--- src/hdl/sre_pkg.sv ---
// shared constants for the shift and rotate execution block
package sre_pkg;
    localparam int WORD_W = 16;
    // register byte offsets
    localparam logic [7:0] REG_CTRL = 8'h00;
    localparam logic [7:0] REG_TWORD = 8'h04;
    localparam logic [7:0] REG_ACC_A = 8'h08;
    localparam logic [7:0] REG_ACC_B = 8'h0C;
    localparam logic [7:0] REG_PC = 8'h10;
    localparam logic [7:0] REG_MAR = 8'h14;
    localparam logic [7:0] REG_EXT = 8'h18;
    localparam logic [7:0] REG_STATUS = 8'h1C;
    // control bits
    localparam int CTRL_START = 0;
    localparam int CTRL_RUN = 1;
    // instruction word fields
    localparam int IR_LSB = 10;
    localparam logic [3:0] IR_GROUP_PAT = 4'h0;
    localparam int W_ACC_B = 11;
    localparam int W_EN1 = 9;
    localparam int W_CODE1_LSB = 6;
    localparam int W_CLE = 5;
    localparam int W_EN2 = 4;
    localparam int W_SKIP = 3;
    localparam int W_CODE2_LSB = 0;
    // micro-operation codes
    localparam logic [2:0] OP_ROT_R = 3'h3;
    localparam logic [2:0] OP_KEEP_L = 3'h4;
    localparam logic [2:0] OP_EXT_R = 3'h5;
    // phases
    localparam logic [2:0] PHASE_FETCH = 3'h1;
    localparam logic [2:0] PHASE_INT = 3'h4;
    // reset values, response codes and default tick divider
    localparam logic [15:0] WORD_RST = 16'h0000;
    localparam logic [1:0] RESP_OKAY = 2'h0;
    localparam logic [1:0] RESP_SLVERR = 2'h2;
    localparam int TICK_DIV_DEF = 2;
    typedef enum logic [3:0] {PER_IDLE, PER_T0, PER_T1, PER_T2, PER_T3, PER_T4, PER_T5, PER_T6, PER_T7} sre_period_t;
endpackage

--- src/hdl/sre_shift_rotate_exec.sv ---
// shift and rotate execution datapath with machine-period sequencer and AXI4-Lite registers
`timescale 1ns/1ps
// Operation
// RL1: runs in fetch phase, IR loaded at T2
// RL2: group, op-zero, accumulator read strobes at T3
// RL3: word bits six-nine pick shift strobes
// RL4: rotate right uses right-mux and rotate strobes
// RL5: rotate right moves bit zero to fifteen
// RL6: sign-keep left shift drops old bit fourteen
// RL7: left shift clears bits fifteen and zero
// RL8: extend rotate inserts old extend at fifteen
// RL9: extend follows R-bus bit zero
// RL10: result stored back into same accumulator
// RL11: T6 increments PC, loads PC and MAR
// RL12: next phase one, or four on interrupt
// RL13: decode rotate right of A and B
// RL14: decode sign-keep left of A and B
// RL15: micro-ops at T3 and T5: read, shift, store
// RL16: T4 clears extend, tests lsb for skip
// RL17: loop switch suppresses PC increment carry
// RL18: accumulators and buses are 16-bit words
module sre_shift_rotate_exec #(
    parameter int TICK_DIV = sre_pkg::TICK_DIV_DEF,
    parameter int ADDR_W = 8
) (
    // clock and reset
    input wire logic clk_i,
    input wire logic rstn_i,
    // axi4-lite write
    input wire logic [ADDR_W-1:0] s_axi_awaddr_i,
    input wire logic s_axi_awvalid_i,
    output logic s_axi_awready_o,
    input wire logic [31:0] s_axi_wdata_i,
    input wire logic [3:0] s_axi_wstrb_i,
    input wire logic s_axi_wvalid_i,
    output logic s_axi_wready_o,
    output logic [1:0] s_axi_bresp_o,
    output logic s_axi_bvalid_o,
    input wire logic s_axi_bready_i,
    // axi4-lite read
    input wire logic [ADDR_W-1:0] s_axi_araddr_i,
    input wire logic s_axi_arvalid_i,
    output logic s_axi_arready_o,
    output logic [31:0] s_axi_rdata_o,
    output logic [1:0] s_axi_rresp_o,
    output logic s_axi_rvalid_o,
    input wire logic s_axi_rready_i,
    // pins
    input wire logic loop_switch_i,
    input wire logic irq_pending_i,
    // strobes
    output logic shift_group_sel_o,
    output logic op_group_zero_o,
    output logic acc_a_to_rbus_o,
    output logic acc_b_to_rbus_o,
    output logic shift_right_mux_o,
    output logic rotate_right_sel_o,
    output logic shift_left_mux_o,
    output logic store_tbus_acc_a_o,
    output logic store_tbus_acc_b_o,
    output logic pc_to_rbus_o,
    output logic increment_carry_in_o,
    output logic adder_function_o,
    output logic store_pc_o,
    output logic store_mem_addr_o,
    // buses and state
    output logic [15:0] rbus_o,
    output logic [15:0] tbus_o,
    output logic [2:0] phase_o,
    output logic busy_o
);
    // the register map needs five address bits; the divider needs a nonzero count
    if (TICK_DIV < 1 || ADDR_W < 5)
    begin : g_param_check
        $error("sre: bad parameter");
    end

    sre_pkg::sre_period_t per_r;
    logic [15:0] tword_r, acc_a_r, acc_b_r, pc_r, mar_r, rbus_r, tbus_r;
    logic [5:0] ir_r;
    logic ext_r, skip_r, run_r, start_r, tick;
    logic [2:0] phase_r;
    logic [1:0] loop_sync_r, irq_sync_r;
    logic [$clog2(TICK_DIV+1)-1:0] div_r;

    function automatic logic reg_known(input logic [ADDR_W-1:0] a);
        logic [7:0] b;
        b = 8'(a);
        return b == sre_pkg::REG_CTRL || b == sre_pkg::REG_TWORD || b == sre_pkg::REG_ACC_A ||
               b == sre_pkg::REG_ACC_B || b == sre_pkg::REG_PC || b == sre_pkg::REG_MAR ||
               b == sre_pkg::REG_EXT || b == sre_pkg::REG_STATUS;
    endfunction

    function automatic logic [15:0] merge16(input logic [15:0] old, input logic [31:0] d, input logic [3:0] s);
        return {s[1] ? d[15:8] : old[15:8], s[0] ? d[7:0] : old[7:0]};
    endfunction

    // {extend out, result}; unsupported codes leave the word unchanged
    function automatic logic [16:0] shift_op(input logic [2:0] code, input logic [15:0] v, input logic e);
        logic [16:0] r;
        r = {e, v};
        if (code == sre_pkg::OP_ROT_R)
        begin
            r = {e, v[0], v[15:1]}; // RL5
        end
        else if (code == sre_pkg::OP_KEEP_L)
        begin
            r = {e, 1'b0, v[13:0], 1'b0}; // RL6 RL7
        end
        else if (code == sre_pkg::OP_EXT_R)
        begin
            r = {v[0], e, v[15:1]}; // RL8 RL9
        end
        return r;
    endfunction

    // pins pass two flops before use
    always_ff @(posedge clk_i or negedge rstn_i)
    begin
        if (!rstn_i)
        begin
            loop_sync_r <= 2'h0;
            irq_sync_r <= 2'h0;
        end
        else
        begin
            loop_sync_r <= {loop_sync_r[0], loop_switch_i};
            irq_sync_r <= {irq_sync_r[0], irq_pending_i};
        end
    end
    logic loop_s, irq_s;
    assign loop_s = loop_sync_r[1];
    assign irq_s = irq_sync_r[1];

    // axi write channel capture
    logic aw_full_r, w_full_r, bvalid_r, wr_fire, ar_fire, rvalid_r;
    logic [ADDR_W-1:0] awaddr_r;
    logic [31:0] wdata_r, rdata_r;
    logic [3:0] wstrb_r;
    logic [1:0] bresp_r, rresp_r;
    assign s_axi_awready_o = !aw_full_r;
    assign s_axi_wready_o = !w_full_r;
    assign wr_fire = aw_full_r && w_full_r && !bvalid_r;
    assign s_axi_bvalid_o = bvalid_r;
    assign s_axi_bresp_o = bresp_r;
    assign s_axi_arready_o = !rvalid_r;
    assign ar_fire = s_axi_arvalid_i && !rvalid_r;
    assign s_axi_rvalid_o = rvalid_r;
    assign s_axi_rdata_o = rdata_r;
    assign s_axi_rresp_o = rresp_r;

    always_ff @(posedge clk_i or negedge rstn_i)
    begin
        if (!rstn_i)
        begin
            aw_full_r <= 1'b0;
            w_full_r <= 1'b0;
            awaddr_r <= '0;
            wdata_r <= 32'h0000_0000;
            wstrb_r <= 4'h0;
            bvalid_r <= 1'b0;
            bresp_r <= sre_pkg::RESP_OKAY;
        end
        else
        begin
            if (s_axi_awvalid_i && !aw_full_r)
            begin
                aw_full_r <= 1'b1;
                awaddr_r <= s_axi_awaddr_i;
            end
            if (s_axi_wvalid_i && !w_full_r)
            begin
                w_full_r <= 1'b1;
                wdata_r <= s_axi_wdata_i;
                wstrb_r <= s_axi_wstrb_i;
            end
            if (wr_fire)
            begin
                aw_full_r <= 1'b0;
                w_full_r <= 1'b0;
                bvalid_r <= 1'b1;
                bresp_r <= reg_known(awaddr_r) ? sre_pkg::RESP_OKAY : sre_pkg::RESP_SLVERR;
            end
            else if (bvalid_r && s_axi_bready_i)
            begin
                bvalid_r <= 1'b0;
            end
        end
    end

    logic wr_ctrl, wr_tword, wr_a, wr_b, wr_pc, wr_ext;
    assign wr_ctrl = wr_fire && 8'(awaddr_r) == sre_pkg::REG_CTRL;
    assign wr_tword = wr_fire && 8'(awaddr_r) == sre_pkg::REG_TWORD;
    assign wr_a = wr_fire && 8'(awaddr_r) == sre_pkg::REG_ACC_A;
    assign wr_b = wr_fire && 8'(awaddr_r) == sre_pkg::REG_ACC_B;
    assign wr_pc = wr_fire && 8'(awaddr_r) == sre_pkg::REG_PC;
    assign wr_ext = wr_fire && 8'(awaddr_r) == sre_pkg::REG_EXT;

    // read channel
    always_ff @(posedge clk_i or negedge rstn_i)
    begin
        if (!rstn_i)
        begin
            rvalid_r <= 1'b0;
            rdata_r <= 32'h0000_0000;
            rresp_r <= sre_pkg::RESP_OKAY;
        end
        else if (ar_fire)
        begin
            rvalid_r <= 1'b1;
            rresp_r <= reg_known(s_axi_araddr_i) ? sre_pkg::RESP_OKAY : sre_pkg::RESP_SLVERR;
            if (8'(s_axi_araddr_i) == sre_pkg::REG_CTRL)
                rdata_r <= {30'h0, run_r, 1'b0};
            else if (8'(s_axi_araddr_i) == sre_pkg::REG_TWORD)
                rdata_r <= {16'h0000, tword_r};
            else if (8'(s_axi_araddr_i) == sre_pkg::REG_ACC_A)
                rdata_r <= {16'h0000, acc_a_r};
            else if (8'(s_axi_araddr_i) == sre_pkg::REG_ACC_B)
                rdata_r <= {16'h0000, acc_b_r};
            else if (8'(s_axi_araddr_i) == sre_pkg::REG_PC)
                rdata_r <= {16'h0000, pc_r};
            else if (8'(s_axi_araddr_i) == sre_pkg::REG_MAR)
                rdata_r <= {16'h0000, mar_r};
            else if (8'(s_axi_araddr_i) == sre_pkg::REG_EXT)
                rdata_r <= {31'h0, ext_r};
            else if (8'(s_axi_araddr_i) == sre_pkg::REG_STATUS)
                rdata_r <= {24'h0, ir_r[1:0], phase_r, skip_r, loop_s, busy_o};
            else
                rdata_r <= 32'h0000_0000;
        end
        else if (rvalid_r && s_axi_rready_i)
        begin
            rvalid_r <= 1'b0;
        end
    end

    // period enable divider
    assign tick = (div_r == ($bits(div_r))'(TICK_DIV - 1));
    always_ff @(posedge clk_i or negedge rstn_i)
    begin
        if (!rstn_i)
            div_r <= '0;
        else
            div_r <= tick ? '0 : div_r + 1'b1;
    end

    always_ff @(posedge clk_i or negedge rstn_i)
    begin
        if (!rstn_i)
        begin
            run_r <= 1'b0;
            start_r <= 1'b0;
        end
        else
        begin
            if (wr_ctrl && wstrb_r[0])
                run_r <= wdata_r[sre_pkg::CTRL_RUN];
            if (wr_ctrl && wstrb_r[0] && wdata_r[sre_pkg::CTRL_START])
                start_r <= 1'b1;
            else if (per_r == sre_pkg::PER_T0)
                start_r <= 1'b0;
        end
    end

    // machine period sequencer; idle between cycles unless running
    always_ff @(posedge clk_i or negedge rstn_i)
    begin
        if (!rstn_i)
            per_r <= sre_pkg::PER_IDLE;
        else if (tick)
        begin
            case (per_r)
                sre_pkg::PER_IDLE: per_r <= (start_r || run_r) ? sre_pkg::PER_T0 : sre_pkg::PER_IDLE;
                sre_pkg::PER_T0: per_r <= sre_pkg::PER_T1;
                sre_pkg::PER_T1: per_r <= sre_pkg::PER_T2;
                sre_pkg::PER_T2: per_r <= sre_pkg::PER_T3;
                sre_pkg::PER_T3: per_r <= sre_pkg::PER_T4;
                sre_pkg::PER_T4: per_r <= sre_pkg::PER_T5;
                sre_pkg::PER_T5: per_r <= sre_pkg::PER_T6;
                sre_pkg::PER_T6: per_r <= sre_pkg::PER_T7;
                default: per_r <= run_r ? sre_pkg::PER_T0 : sre_pkg::PER_IDLE;
            endcase
        end
    end
    assign busy_o = per_r != sre_pkg::PER_IDLE;
    assign phase_o = phase_r;

    // decode
    logic in_fetch, group, sel_b, uop_en, uop_ok, t3, t4, t5, t6, skip_rd, pc_step;
    logic [2:0] code;
    logic [15:0] acc_rd, pc_sum;
    logic [16:0] shifted;
    assign in_fetch = phase_r == sre_pkg::PHASE_FETCH; // RL1
    assign group = in_fetch && ir_r[5:2] == sre_pkg::IR_GROUP_PAT && !ir_r[0]; // RL13 RL14
    assign sel_b = ir_r[sre_pkg::W_ACC_B - sre_pkg::IR_LSB];
    assign t3 = per_r == sre_pkg::PER_T3;
    assign t4 = per_r == sre_pkg::PER_T4;
    assign t5 = per_r == sre_pkg::PER_T5;
    assign t6 = per_r == sre_pkg::PER_T6;
    assign code = t3 ? tword_r[sre_pkg::W_CODE1_LSB +: 3] : tword_r[sre_pkg::W_CODE2_LSB +: 3]; // RL3
    assign uop_ok = code == sre_pkg::OP_ROT_R || code == sre_pkg::OP_KEEP_L || code == sre_pkg::OP_EXT_R;
    assign uop_en = group && uop_ok && ((t3 && tword_r[sre_pkg::W_EN1]) || (t5 && tword_r[sre_pkg::W_EN2])); // RL15
    assign skip_rd = group && t4 && tword_r[sre_pkg::W_SKIP];
    assign acc_rd = sel_b ? acc_b_r : acc_a_r; // RL18
    assign shifted = shift_op(code, acc_rd, ext_r);
    assign pc_step = t6 && tick;

    assign shift_group_sel_o = group && t3; // RL2
    assign op_group_zero_o = group && t3;
    assign acc_a_to_rbus_o = (group && t3 && !sel_b) || ((uop_en || skip_rd) && !sel_b);
    assign acc_b_to_rbus_o = (group && t3 && sel_b) || ((uop_en || skip_rd) && sel_b);
    assign shift_right_mux_o = uop_en && (code == sre_pkg::OP_ROT_R || code == sre_pkg::OP_EXT_R); // RL4
    assign rotate_right_sel_o = uop_en && code == sre_pkg::OP_ROT_R; // RL4
    assign shift_left_mux_o = uop_en && code == sre_pkg::OP_KEEP_L; // RL7
    assign store_tbus_acc_a_o = uop_en && !sel_b; // RL10
    assign store_tbus_acc_b_o = uop_en && sel_b; // RL10
    assign pc_to_rbus_o = t6 || per_r == sre_pkg::PER_T7;
    assign adder_function_o = pc_to_rbus_o;
    assign increment_carry_in_o = pc_to_rbus_o && !loop_s; // RL17
    assign store_pc_o = t6;
    assign store_mem_addr_o = t6;
    // skip carry adds a second step so the next word is passed over
    assign pc_sum = pc_r + {15'h0000, increment_carry_in_o} + {15'h0000, skip_r && !loop_s}; // RL11

    always_ff @(posedge clk_i or negedge rstn_i)
    begin
        if (!rstn_i)
            ir_r <= 6'h00;
        else if (tick && per_r == sre_pkg::PER_T2 && in_fetch)
            ir_r <= tword_r[15:sre_pkg::IR_LSB]; // RL1
    end

    // software writes lose to a hardware store in the same cycle
    always_ff @(posedge clk_i or negedge rstn_i)
    begin
        if (!rstn_i)
        begin
            acc_a_r <= sre_pkg::WORD_RST;
            acc_b_r <= sre_pkg::WORD_RST;
            tword_r <= sre_pkg::WORD_RST;
        end
        else
        begin
            if (tick && store_tbus_acc_a_o)
                acc_a_r <= shifted[15:0]; // RL10
            else if (wr_a)
                acc_a_r <= merge16(acc_a_r, wdata_r, wstrb_r);
            if (tick && store_tbus_acc_b_o)
                acc_b_r <= shifted[15:0]; // RL10
            else if (wr_b)
                acc_b_r <= merge16(acc_b_r, wdata_r, wstrb_r);
            if (wr_tword)
                tword_r <= merge16(tword_r, wdata_r, wstrb_r);
        end
    end

    always_ff @(posedge clk_i or negedge rstn_i)
    begin
        if (!rstn_i)
            ext_r <= 1'b0;
        else if (tick && uop_en && code == sre_pkg::OP_EXT_R)
            ext_r <= shifted[16]; // RL9
        else if (tick && group && t4 && tword_r[sre_pkg::W_CLE])
            ext_r <= 1'b0; // RL16
        else if (wr_ext && wstrb_r[0])
            ext_r <= wdata_r[0];
    end

    always_ff @(posedge clk_i or negedge rstn_i)
    begin
        if (!rstn_i)
            skip_r <= 1'b0;
        else if (tick && skip_rd && !acc_rd[0])
            skip_r <= 1'b1; // RL16
        else if (tick && per_r == sre_pkg::PER_T0)
            skip_r <= 1'b0;
    end

    always_ff @(posedge clk_i or negedge rstn_i)
    begin
        if (!rstn_i)
        begin
            pc_r <= sre_pkg::WORD_RST;
            mar_r <= sre_pkg::WORD_RST;
            phase_r <= sre_pkg::PHASE_FETCH;
        end
        else
        begin
            if (pc_step)
            begin
                pc_r <= pc_sum; // RL11
                mar_r <= pc_sum;
            end
            else if (wr_pc)
            begin
                pc_r <= merge16(pc_r, wdata_r, wstrb_r);
            end
            if (tick && per_r == sre_pkg::PER_T7)
                phase_r <= irq_s ? sre_pkg::PHASE_INT : sre_pkg::PHASE_FETCH; // RL12
        end
    end

    always_ff @(posedge clk_i or negedge rstn_i)
    begin
        if (!rstn_i)
        begin
            rbus_r <= sre_pkg::WORD_RST;
            tbus_r <= sre_pkg::WORD_RST;
        end
        else if (uop_en || skip_rd)
        begin
            rbus_r <= acc_rd;
            tbus_r <= shifted[15:0];
        end
    end
    assign rbus_o = rbus_r;
    assign tbus_o = tbus_r;
endmodule // sre_shift_rotate_exec

--- config.mk ---
export PLATFORM = sky130hd
export DESIGN_NAME = sre_shift_rotate_exec
export DESIGN_NICKNAME = d
export VERILOG_FILES = /design/src/hdl/sre_pkg.sv /design/src/hdl/sre_shift_rotate_exec.sv
export SDC_FILE = /design/constraint.sdc
export NUM_CORES = 1
export LEC_CHECK = 0
export ABC_AREA = 0
export CAP_MARGIN = 20
export CORE_MARGIN = 3
export CORE_UTILIZATION = 40
export CTS_CLUSTER_DIAMETER = 150
export DETAILED_ROUTE_END_ITERATION = 10
export DONT_BUFFER_PORTS = 1
export SLEW_MARGIN = 5
export SYNTH_ARGS = -nofsm -noshare
export SYNTH_HDL_FRONTEND = slang
export SYNTH_SLANG_ARGS = --single-unit
--- constraint.sdc ---
create_clock -name clk_i -period 7.5 [get_ports clk_i]
set_input_delay 2.25 -clock clk_i [delete_from_list [all_inputs] [get_ports clk_i]]
set_output_delay 2.25 -clock clk_i [all_outputs]
set_load 0.01 [all_outputs]
== Word-level counts from Yosys, hierarchy flattened ==
Index checks and enable logic that the tools add are counted.

* Mux-type cells: 43
* Reduce and logical (&&, ||, !) cells: 111
* Equal/unequal tests: 30
* $add $sub $neg: 3

{| class="wikitable"
|+ Operators by type and width
! operator !! count
|-
| $mux 16 || 13
|-
| $eq 8x5->1 const B || 8
|-
| $mux 17 || 3
|-
| $logic_and 1x1->1 || 50
|-
| $add 16x1->16 || 2
|-
| $eq 8x4->1 const B || 4
|-
| $mux 8 || 4
|-
| $pmux 4 s8 || 1
|-
| $reduce_bool 2->1 || 15
|-
| $logic_or 1x1->1 || 23
|-
| $mux 1 || 17
|-
| $eq 4x3->1 const B || 4
|-
| $eq 8x3->1 const B || 2
|-
| $logic_not 8->1 || 2
|-
| $reduce_and 2->1 || 8
|-
| $eq 4x2->1 const B || 2
|-
| $logic_not 1->1 || 8
|-
| $logic_not 4->1 || 2
|-
| $eq 3x3->1 const B || 2
|-
| $mux 2 || 3
|-
| $mux 3 || 2
|-
| $ne 2x2->1 const B || 3
|-
| $eq 4x1->1 const B || 1
|-
| $eq 4x4->1 const B || 1
|-
| other kinds (7) || 7
|}

* Word-level logic and storage cells: 218
* Input port bits: 61
* Bits in registers: 201

== Depth between registers and ports, before layout ==
Gate-level depths: netlist (run 1).

* Depth after elaboration: 11
* Depth in mapped cells: 12
* Depth with buffers taken out: 11

== Worst setup path after synthesis (run 1) ==
No wires, ideal clock.

* Kind: flip-flop to output port
* From: reg per_r[1]
* To: out acc_b_to_rbus_o
* Required time: 5.250 ns
* Stages on the path, launching flop included: 7
* Data arrival time: 2.032 ns
* Slack: 3.218 ns
* Cell sequence: dfrtp_1 or4b_4 nor3b_4 a21oi_2 a32oi_4 buf_4 a21boi_0

* Word-level cells in the longest chain between the ends: 10
* Elaborated cells between the ends (all ways): 21

{| class="wikitable"
|+ RTL lines
! item !! line !! text
|-
| from (decl) || sre_shift_rotate_exec.sv:78 || <nowiki>sre_pkg::sre_period_t per_r;</nowiki>
|-
| from (signal assigned) || sre_shift_rotate_exec.sv:269 || <nowiki>per_r <= sre_pkg::PER_IDLE;</nowiki>
|-
| from (signal assigned) || sre_shift_rotate_exec.sv:273 || <nowiki>sre_pkg::PER_IDLE: per_r <= (start_r || run_r) ? sre_pkg::PER_T0 : sre_pkg::PER_IDLE;</nowiki>
|-
| from (signal assigned) || sre_shift_rotate_exec.sv:274 || <nowiki>sre_pkg::PER_T0: per_r <= sre_pkg::PER_T1;</nowiki>
|-
| $eq 4x3->1 || sre_shift_rotate_exec.sv:296 || <nowiki>assign t3 = per_r == sre_pkg::PER_T3;</nowiki>
|-
| $mux 3 || sre_shift_rotate_exec.sv:300 || <nowiki>assign code = t3 ? tword_r[sre_pkg::W_CODE1_LSB +: 3] : tword_r[sre_pkg::W_CODE2_LSB +: 3];</nowiki>
|-
| $eq 3x2->1 / $eq 3x3->1 (equally long branches) || sre_shift_rotate_exec.sv:301 || <nowiki>assign uop_ok = code == sre_pkg::OP_ROT_R || code == sre_pkg::OP_KEEP_L || code == sre_pkg::OP_EXT_R;</nowiki>
|-
| $logic_or 1x1->1 (2 in a row) || sre_shift_rotate_exec.sv:301 ||
|-
| $logic_and 1x1->1 (2 in a row) || sre_shift_rotate_exec.sv:302 || <nowiki>assign uop_en = group && uop_ok && ((t3 && tword_r[sre_pkg::W_EN1]) || (t5 && tword_r[sre_pkg::W_EN2]));</nowiki>
|-
| $logic_or 1x1->1 || sre_shift_rotate_exec.sv:311 || <nowiki>assign acc_b_to_rbus_o = (group && t3 && sel_b) || ((uop_en || skip_rd) && sel_b);</nowiki>
|-
| $logic_and 1x1->1 || sre_shift_rotate_exec.sv:311 ||
|-
| $logic_or 1x1->1 (*) || sre_shift_rotate_exec.sv:311 ||
|-
| to (decl) || sre_shift_rotate_exec.sv:55 || <nowiki>output logic acc_b_to_rbus_o,</nowiki>
|}

Every way passes the cells marked *; elsewhere a longest branch is shown, timed or not.

== Final worst setup path (run 1) ==
* From: reg per_r[1]
* To: out acc_a_to_rbus_o

* Word-level cells in the longest chain between the ends: 10
* Elaborated cells between the ends (all ways): 21

{| class="wikitable"
|+ RTL lines
! item !! line !! text
|-
| $eq 4x3->1 || sre_shift_rotate_exec.sv:296 ||
|-
| $mux 3 || sre_shift_rotate_exec.sv:300 ||
|-
| $eq 3x2->1 / $eq 3x3->1 (equally long branches) || sre_shift_rotate_exec.sv:301 ||
|-
| $logic_or 1x1->1 (2 in a row) || sre_shift_rotate_exec.sv:301 ||
|-
| $logic_and 1x1->1 (2 in a row) || sre_shift_rotate_exec.sv:302 ||
|-
| $logic_or 1x1->1 || sre_shift_rotate_exec.sv:310 || <nowiki>assign acc_a_to_rbus_o = (group && t3 && !sel_b) || ((uop_en || skip_rd) && !sel_b);</nowiki>
|-
| $logic_and 1x1->1 || sre_shift_rotate_exec.sv:310 ||
|-
| $logic_or 1x1->1 (*) || sre_shift_rotate_exec.sv:310 ||
|-
| to (decl) || sre_shift_rotate_exec.sv:54 || <nowiki>output logic acc_a_to_rbus_o,</nowiki>
|}

Marked as above.

==> reports/qor.csv, run 1 <==
metric,value,unit
reg2reg_depth,11,
synth-seq-cells,182,
dp_hpwl,19640,um
clock_skew,0.01285,ns
htree_num_levels,4,
numCtsBuffers,17,
start_util,41.46,%
timing.rr.end,mar_r[12]$_DFFE_PN0P_,
fin_ws,1.864,ns
synthFlopType,dfrtp_1,
min_from,loop_sync_r[0]$_DFF_PN0_,
drc,0,
grt_use_total,21.03,%
fin_area,10420,um^2
overflow,0,
synth_edf_count,0,
grt_pass1_vias,6931,
dp_cells,1155,
cts_root_buf,clkbuf_16,
hold_end,loop_sync_r[1]$_DFF_PN0_,
p_leak,0.004944,uW
place_ws,2.342,ns
worstSetupEndpointType,output pin,
yosysUniqueCellTypes,69,
dr.pass1.iters,5,
hold_viol_final,0,
hold_depth,0,
area.growth.synth_to_final,9.046,%
ys.warnings.count,0,
placementRows,55,
cp_max_fo,21,
status,"finished, final reports clean",
powerDensity,306.5,nW/um^2
antenna_found_initial,0,
drv_slew,0,
insertion_delay,0.44,ns
relSlewSlack,33.64,%
timing.final.crit_share,75.15,%
synth_most_common_cell,dfrtp_1,
port_buffers,0,
via_count,6942,
yosysSeqAreaShare,47.66,%
worst_pin_slew,0.9878,ns
cts_buffer_depth,2,
cts_hold_buf,0,
setup_viol,0,
cts_tree,yes,
drive_above_1_share,16.34,%
synth_top_area_share,47.39,%
gp_congestion,0.8981,
tns,0,ns
drtIter0Drc,591,
fin_cells,1188,
hold_slack,0.3510,ns
synth_top_cell_by_area,dfrtp_1,
synth_common_cells,"dfrtp_1 (181), mux2i_1 (106), mux2_2 (80)",
dieArea,25790,um^2
syn_area,9558,um^2
async_flop_share,100.0,%
io_pins,152,
cts_resized,0,
clkTransAtPathRegs,0.07,ns
die_h,160.6,um
synth_area_leaders,"dfrtp_1 (47%), mux2i_1 (11%), mux2_2 (9.4%)",
crit_arrival,3.39,ns
postRouteAntennaNets,0,
crit_required,5.25,ns
fmax,177.4,MHz
hp-class,reg2reg,
synthCells,877,
reg2reg_slack,3.61,ns
via_per_inst,5.843,
worst-setup-path-type,reg2out,
postCtsSetupBuffers,0,
rsz0062_at_grt,no,
clock_sinks,182,
finalCriticalPeriod,5.636,ns
finalWirelength,27110,um
dieWidth,160.6,um
grt_pass1_wl,41890,um
synth_area_per_cell,10.90,um^2
core-area,23050,um^2
reg2reg_from,per_r[3]$_DFFE_PN0P_,
grt_max_degree,183,
max_cap_viol_count,0,
wl_per_cell,22.82,um
peakVddDrop,0.0002278,V
placed_cell_area,9772,um^2
diodes,0,
fin_nets,925,
start_kind,flip-flop,
## cell usage in the layout (no fill, tap or decap), types with 13 or more instances in the layout
cell       instances
conb_1            19
mux2_2            80
mux2i_1          106
nor2b_1           13
inv_1             32
nand3_1           20
o21ai_0           60
a21oi_1           37
dfrtp_1          181
nand2_1           58
clkbuf_16         17
nor2_1            32
## state kept, by name (all words and copies together) (netlist names), 2 cells and up
signal         count
acc_a_r           16
wstrb_r            2
mar_r             16
acc_b_r           16
s_axi_rdata_o     16
phase_o            2
tword_r           16
div_r              2
awaddr_r           8
loop_sync_r        2
per_r              4
tbus_o            16
rbus_o            16
pc_r              16
ir_r               6
irq_sync_r         2
wdata_r           16
## cell families after synthesis
group,synth area share (%)
AND/OR/NAND/NOR,11.99
flip-flops,47.66
XOR/XNOR,1.374
buffers and inverters,4.909
adder cells (fa/ha/maj),0.3403
other,0.03923
multiplexers,20.76
AO/OA/AOI/OAI,12.92
## worst max-delay path by stage
stage | start | to | slack (ns) | cells past startpoint
floorplan | per_r[1]$_DFFE_PN0P_ | acc_b_to_rbus_o | 3.22 | 6
global placement | per_r[1]$_DFFE_PN0P_ | acc_a_to_rbus_o | 2.34 | 6
detailed placement | per_r[1]$_DFFE_PN0P_ | acc_a_to_rbus_o | 2.34 | 6
CTS | per_r[1]$_DFFE_PN0P_ | acc_a_to_rbus_o | 1.84 | 6
global route | per_r[1]$_DFFE_PN0P_ | acc_a_to_rbus_o | 1.71 | 6
finish | per_r[1]$_DFFE_PN0P_ | acc_a_to_rbus_o | 1.86 | 6
## critical path: stages (launching register included)
cell and delay (ns):
dfrtp_1 0.52, or4b_4 0.72, nor3b_4 0.37, a21oi_2 0.15, a32oi_4 0.58, buf_4 0.42, a21oi_1 0.18
## power by group
part	switching (uW)	internal, uW	leakage (uW)
logic	426	328	0.00225
clock network	408	549	0.000303
registers	305	1180	0.00240
total	1140	2060	0.00494
## cell type report
class | count | area [um^2]
fill | 2196 | 12630
timing repair buffer | 12 | 110.1
multi-input combinational | 617 | 4622
clock inverter | 12 | 166.4
inverter | 32 | 120.1
tap | 313 | 391.6
clock buffer | 20 | 456.7
sequential | 182 | 4556
## metrics by stage
| stage | util, % | total power, uW |
|---|---|---|
| floorplan | - | 1971 |
| global placement | 42.39 | 2220 |
| detailed placement | 42.39 | 2243 |
| CTS | 45.09 | 3199 |
| global route | 45.21 | 3364 |
| finish | 45.21 | 3195 |
## routing by layer
layer  global-route usage (%)  wire, um
met1                    28.47     12060
met4                    5.404       409
met3                    5.262      1824
met2                    33.87     12810
met5                        0         0
No activity file was read; power rests on OpenSTA's default activity.
==> run 2: changes to the inputs <==
==> constraint.sdc (replaced) <==
create_clock -name clk_i -period 5.8 [get_ports clk_i]
set_input_delay 1.74 -clock clk_i [delete_from_list [all_inputs] [get_ports clk_i]]
set_output_delay 1.74 -clock clk_i [all_outputs]
set_load 0.01 [all_outputs]
==> reports/qor.csv, run 2 (synthesized netlist as in run 1, its figures left out) <==
metric,value,unit,change
status,"finished, final reports clean",,unchanged
p_sw,1445,uW,was 1139 uW
final_common_cell,dfrtp_1,,unchanged
reg2reg_depth,11,,unchanged
insertion_delay,0.43,ns,was 0.44 ns
worst_pin_slew,1.052,ns,was 0.9878 ns
switching_share,35.75,%,was 35.65%
via_per_inst,5.900,,was 5.843
p_leak,0.004907,uW,was 0.004944 uW
finalCriticalPeriod,4.682,ns,
diodes,0,,unchanged
drv_slew,0,,unchanged
cp_max_fo,11,,was 21
overflow,0,,unchanged
core-area,23050,um^2,unchanged
grt_pass1_wl,41620,um,was 41890 um
clkTransAtPathRegs,0.07,ns,about the same
tns,0,ns,unchanged
grt_use_total,20.89,%,was 21.03%
relSlewSlack,29.34,%,was 33.64%
dieWidth,160.6,um,unchanged
fin_total_pwr,4042,uW,was 3195 uW
power.share.sequential,47.4,%,was 46.4%
htree_num_levels,4,,unchanged
crit_buf_inv,0,,was 1
gp_congestion,0.9294,,was 0.8981
hold_depth,0,,unchanged
peakVddDrop,0.0002375,V,was 0.0002278 V
cts_tree,yes,,unchanged
slowest_delay,0.92,ns,was 0.72 ns
clock_skew,0.01189,ns,was 0.01285 ns
finalWirelength,26800,um,was 27110 um
p_int,2597,uW,was 2056 uW
antenna_found_initial,0,,unchanged
grt_pass1_vias,6838,,was 6931
hold_slack,0.3485,ns,was 0.3510 ns
cp_top_family,simple AND/OR/NAND/NOR gates,,unchanged
cp.depth,4,,was 6
cts_resized,0,,unchanged
dr.pass1.iters,5,,unchanged
powerDensity,390.3,nW/um^2,was 306.5 nW/um^2
area.growth.synth_to_final,8.338,%,was 9.046%
postCtsSetupBuffers,0,,unchanged
slowest_stage,nor4b_2,,was or4b_4
cts_buffer_depth,2,,unchanged
drive_above_1_share,16.15,%,was 16.34%
start_kind,flip-flop,,unchanged
utilization,44.92,%,was 45.21%
crit_required,4.06,ns,was 5.25 ns
port_buffers,0,,unchanged
max_cap_viol_count,0,,unchanged
wl_per_cell,22.60,um,was 22.82 um
dp_hpwl,19610,um,was 19640 um
cts_root_buf,clkbuf_16,,unchanged
timing.final.crit_share,80.73,%,
setup_viol,0,,unchanged
die_h,160.6,um,unchanged
path_cells,nor4b_2 -> nand3b_1 -> o21ai_1 -> and2_1,,was or4b_4 -> nor3b_4 -> a21oi_2 -> a32oi_4 -> buf_4 -> a21oi_1
numCtsBuffers,17,,unchanged
worst-setup-path-type,reg2out,,unchanged
combinationalPowerShare,23.7,%,was 23.6%
worstSetupEndpointType,output pin,,unchanged
p_clk_share,28.9,%,was 29.9%
crit_arrival,2.94,ns,was 3.39 ns
hold_viol_final,0,,unchanged
drtIter0Drc,607,,was 591
placementRows,55,,unchanged
layout_common_cells,"dfrtp_1 (181), mux2i_1 (106), mux2_2 (80)",,unchanged
fmax,213.6,MHz,
grt_max_degree,183,,unchanged
via_count,6997,,was 6942
rsz0062_at_grt,no,,unchanged
cts_hold_buf,0,,unchanged
dieArea,25790,um^2,unchanged
drc,0,,unchanged
start_util,41.46,%,unchanged
postRouteAntennaNets,0,,unchanged
io_pins,152,,unchanged
clock_sinks,182,,unchanged
hp-class,reg2reg,,unchanged
fin_nets,924,,was 925
run 2: cell count changes in the layout (fill, tap and decap cells not counted), sizes merged:
cell	change
clkinvlp	+3
buf	-2
clkinv	-2
bufinv	-1
clkbuf	+1
inv	-1
run 2: final cells by class:
class / instances / area (um^2)
clock inverter: 11 / 125.1
fill: 2195 / 12700
clock buffer: 20 / 456.7
timing repair buffer: 11 / 83.83
sequential: 182 / 4556
inverter: 32 / 120.1
tap: 313 / 391.6
multi-input combinational: 617 / 4622
run 2: path summary, 6_finish.rpt:
check / startpoint / end / slack (ns)
worst max-delay path: per_r[1]$_DFFE_PN0P_ / shift_left_mux_o / 1.12
worst min-delay path: loop_sync_r[0]$_DFF_PN0_ / loop_sync_r[1]$_DFF_PN0_ / 0.35
worst max register to register: per_r[3]$_DFFE_PN0P_ / mar_r[12]$_DFFE_PN0P_ / 1.87
worst min register to register: loop_sync_r[0]$_DFF_PN0_ / loop_sync_r[1]$_DFF_PN0_ / 0.35
max in group asynchronous: rstn_i / phase_o[0]$_DFFE_PN1P_ / 4.37
min in group asynchronous: rstn_i / wdata_r[9]$_DFFE_PN0P_ / 1.00
run 2: worst reg2reg max path, stage by stage, from the launching register on:
cell and delay [ns]:
dfrtp_1 0.62, nor4b_1 0.61, nor2_1 0.12, or2_2 0.35, fa_1 0.46, inv_1 0.09, ha_1 0.28, nand3_1 0.28
nor3_1 0.55, nand3_1 0.16, xor2_1 0.19, o21ai_0 0.10
run 2: per-layer routing:
layer  up-vias  GRT usage (%)  routed length (um)
met5         -              0                   0
li1       3157              -                   -
met3        26          5.417                1939
met4         0          5.444                 471
met2       243          33.20               12530
met1      3571          28.51               11870
run 2: power by group through the flow:
stage / combinational (uW) / clock (uW) / sequential [uW]
CTS: 951 / 1190 / 1910
global route: 1060 / 1240 / 1960
global placement: 931 / 0 / 1930
finish: 959 / 1170 / 1920
detailed placement: 949 / 0 / 1940
floorplan: 817 / 0 / 1730
run 2: metrics by stage:
stage	cell area [um^2]	worst slack, ns	cells
after floorplan	9625	2.028	895
after global placement	9757	1.657	1153
after detailed placement	9757	1.613	1153
after CTS	10340	1.158	1184
after global routing	10350	0.8289	1186
final	10350	1.118	1186
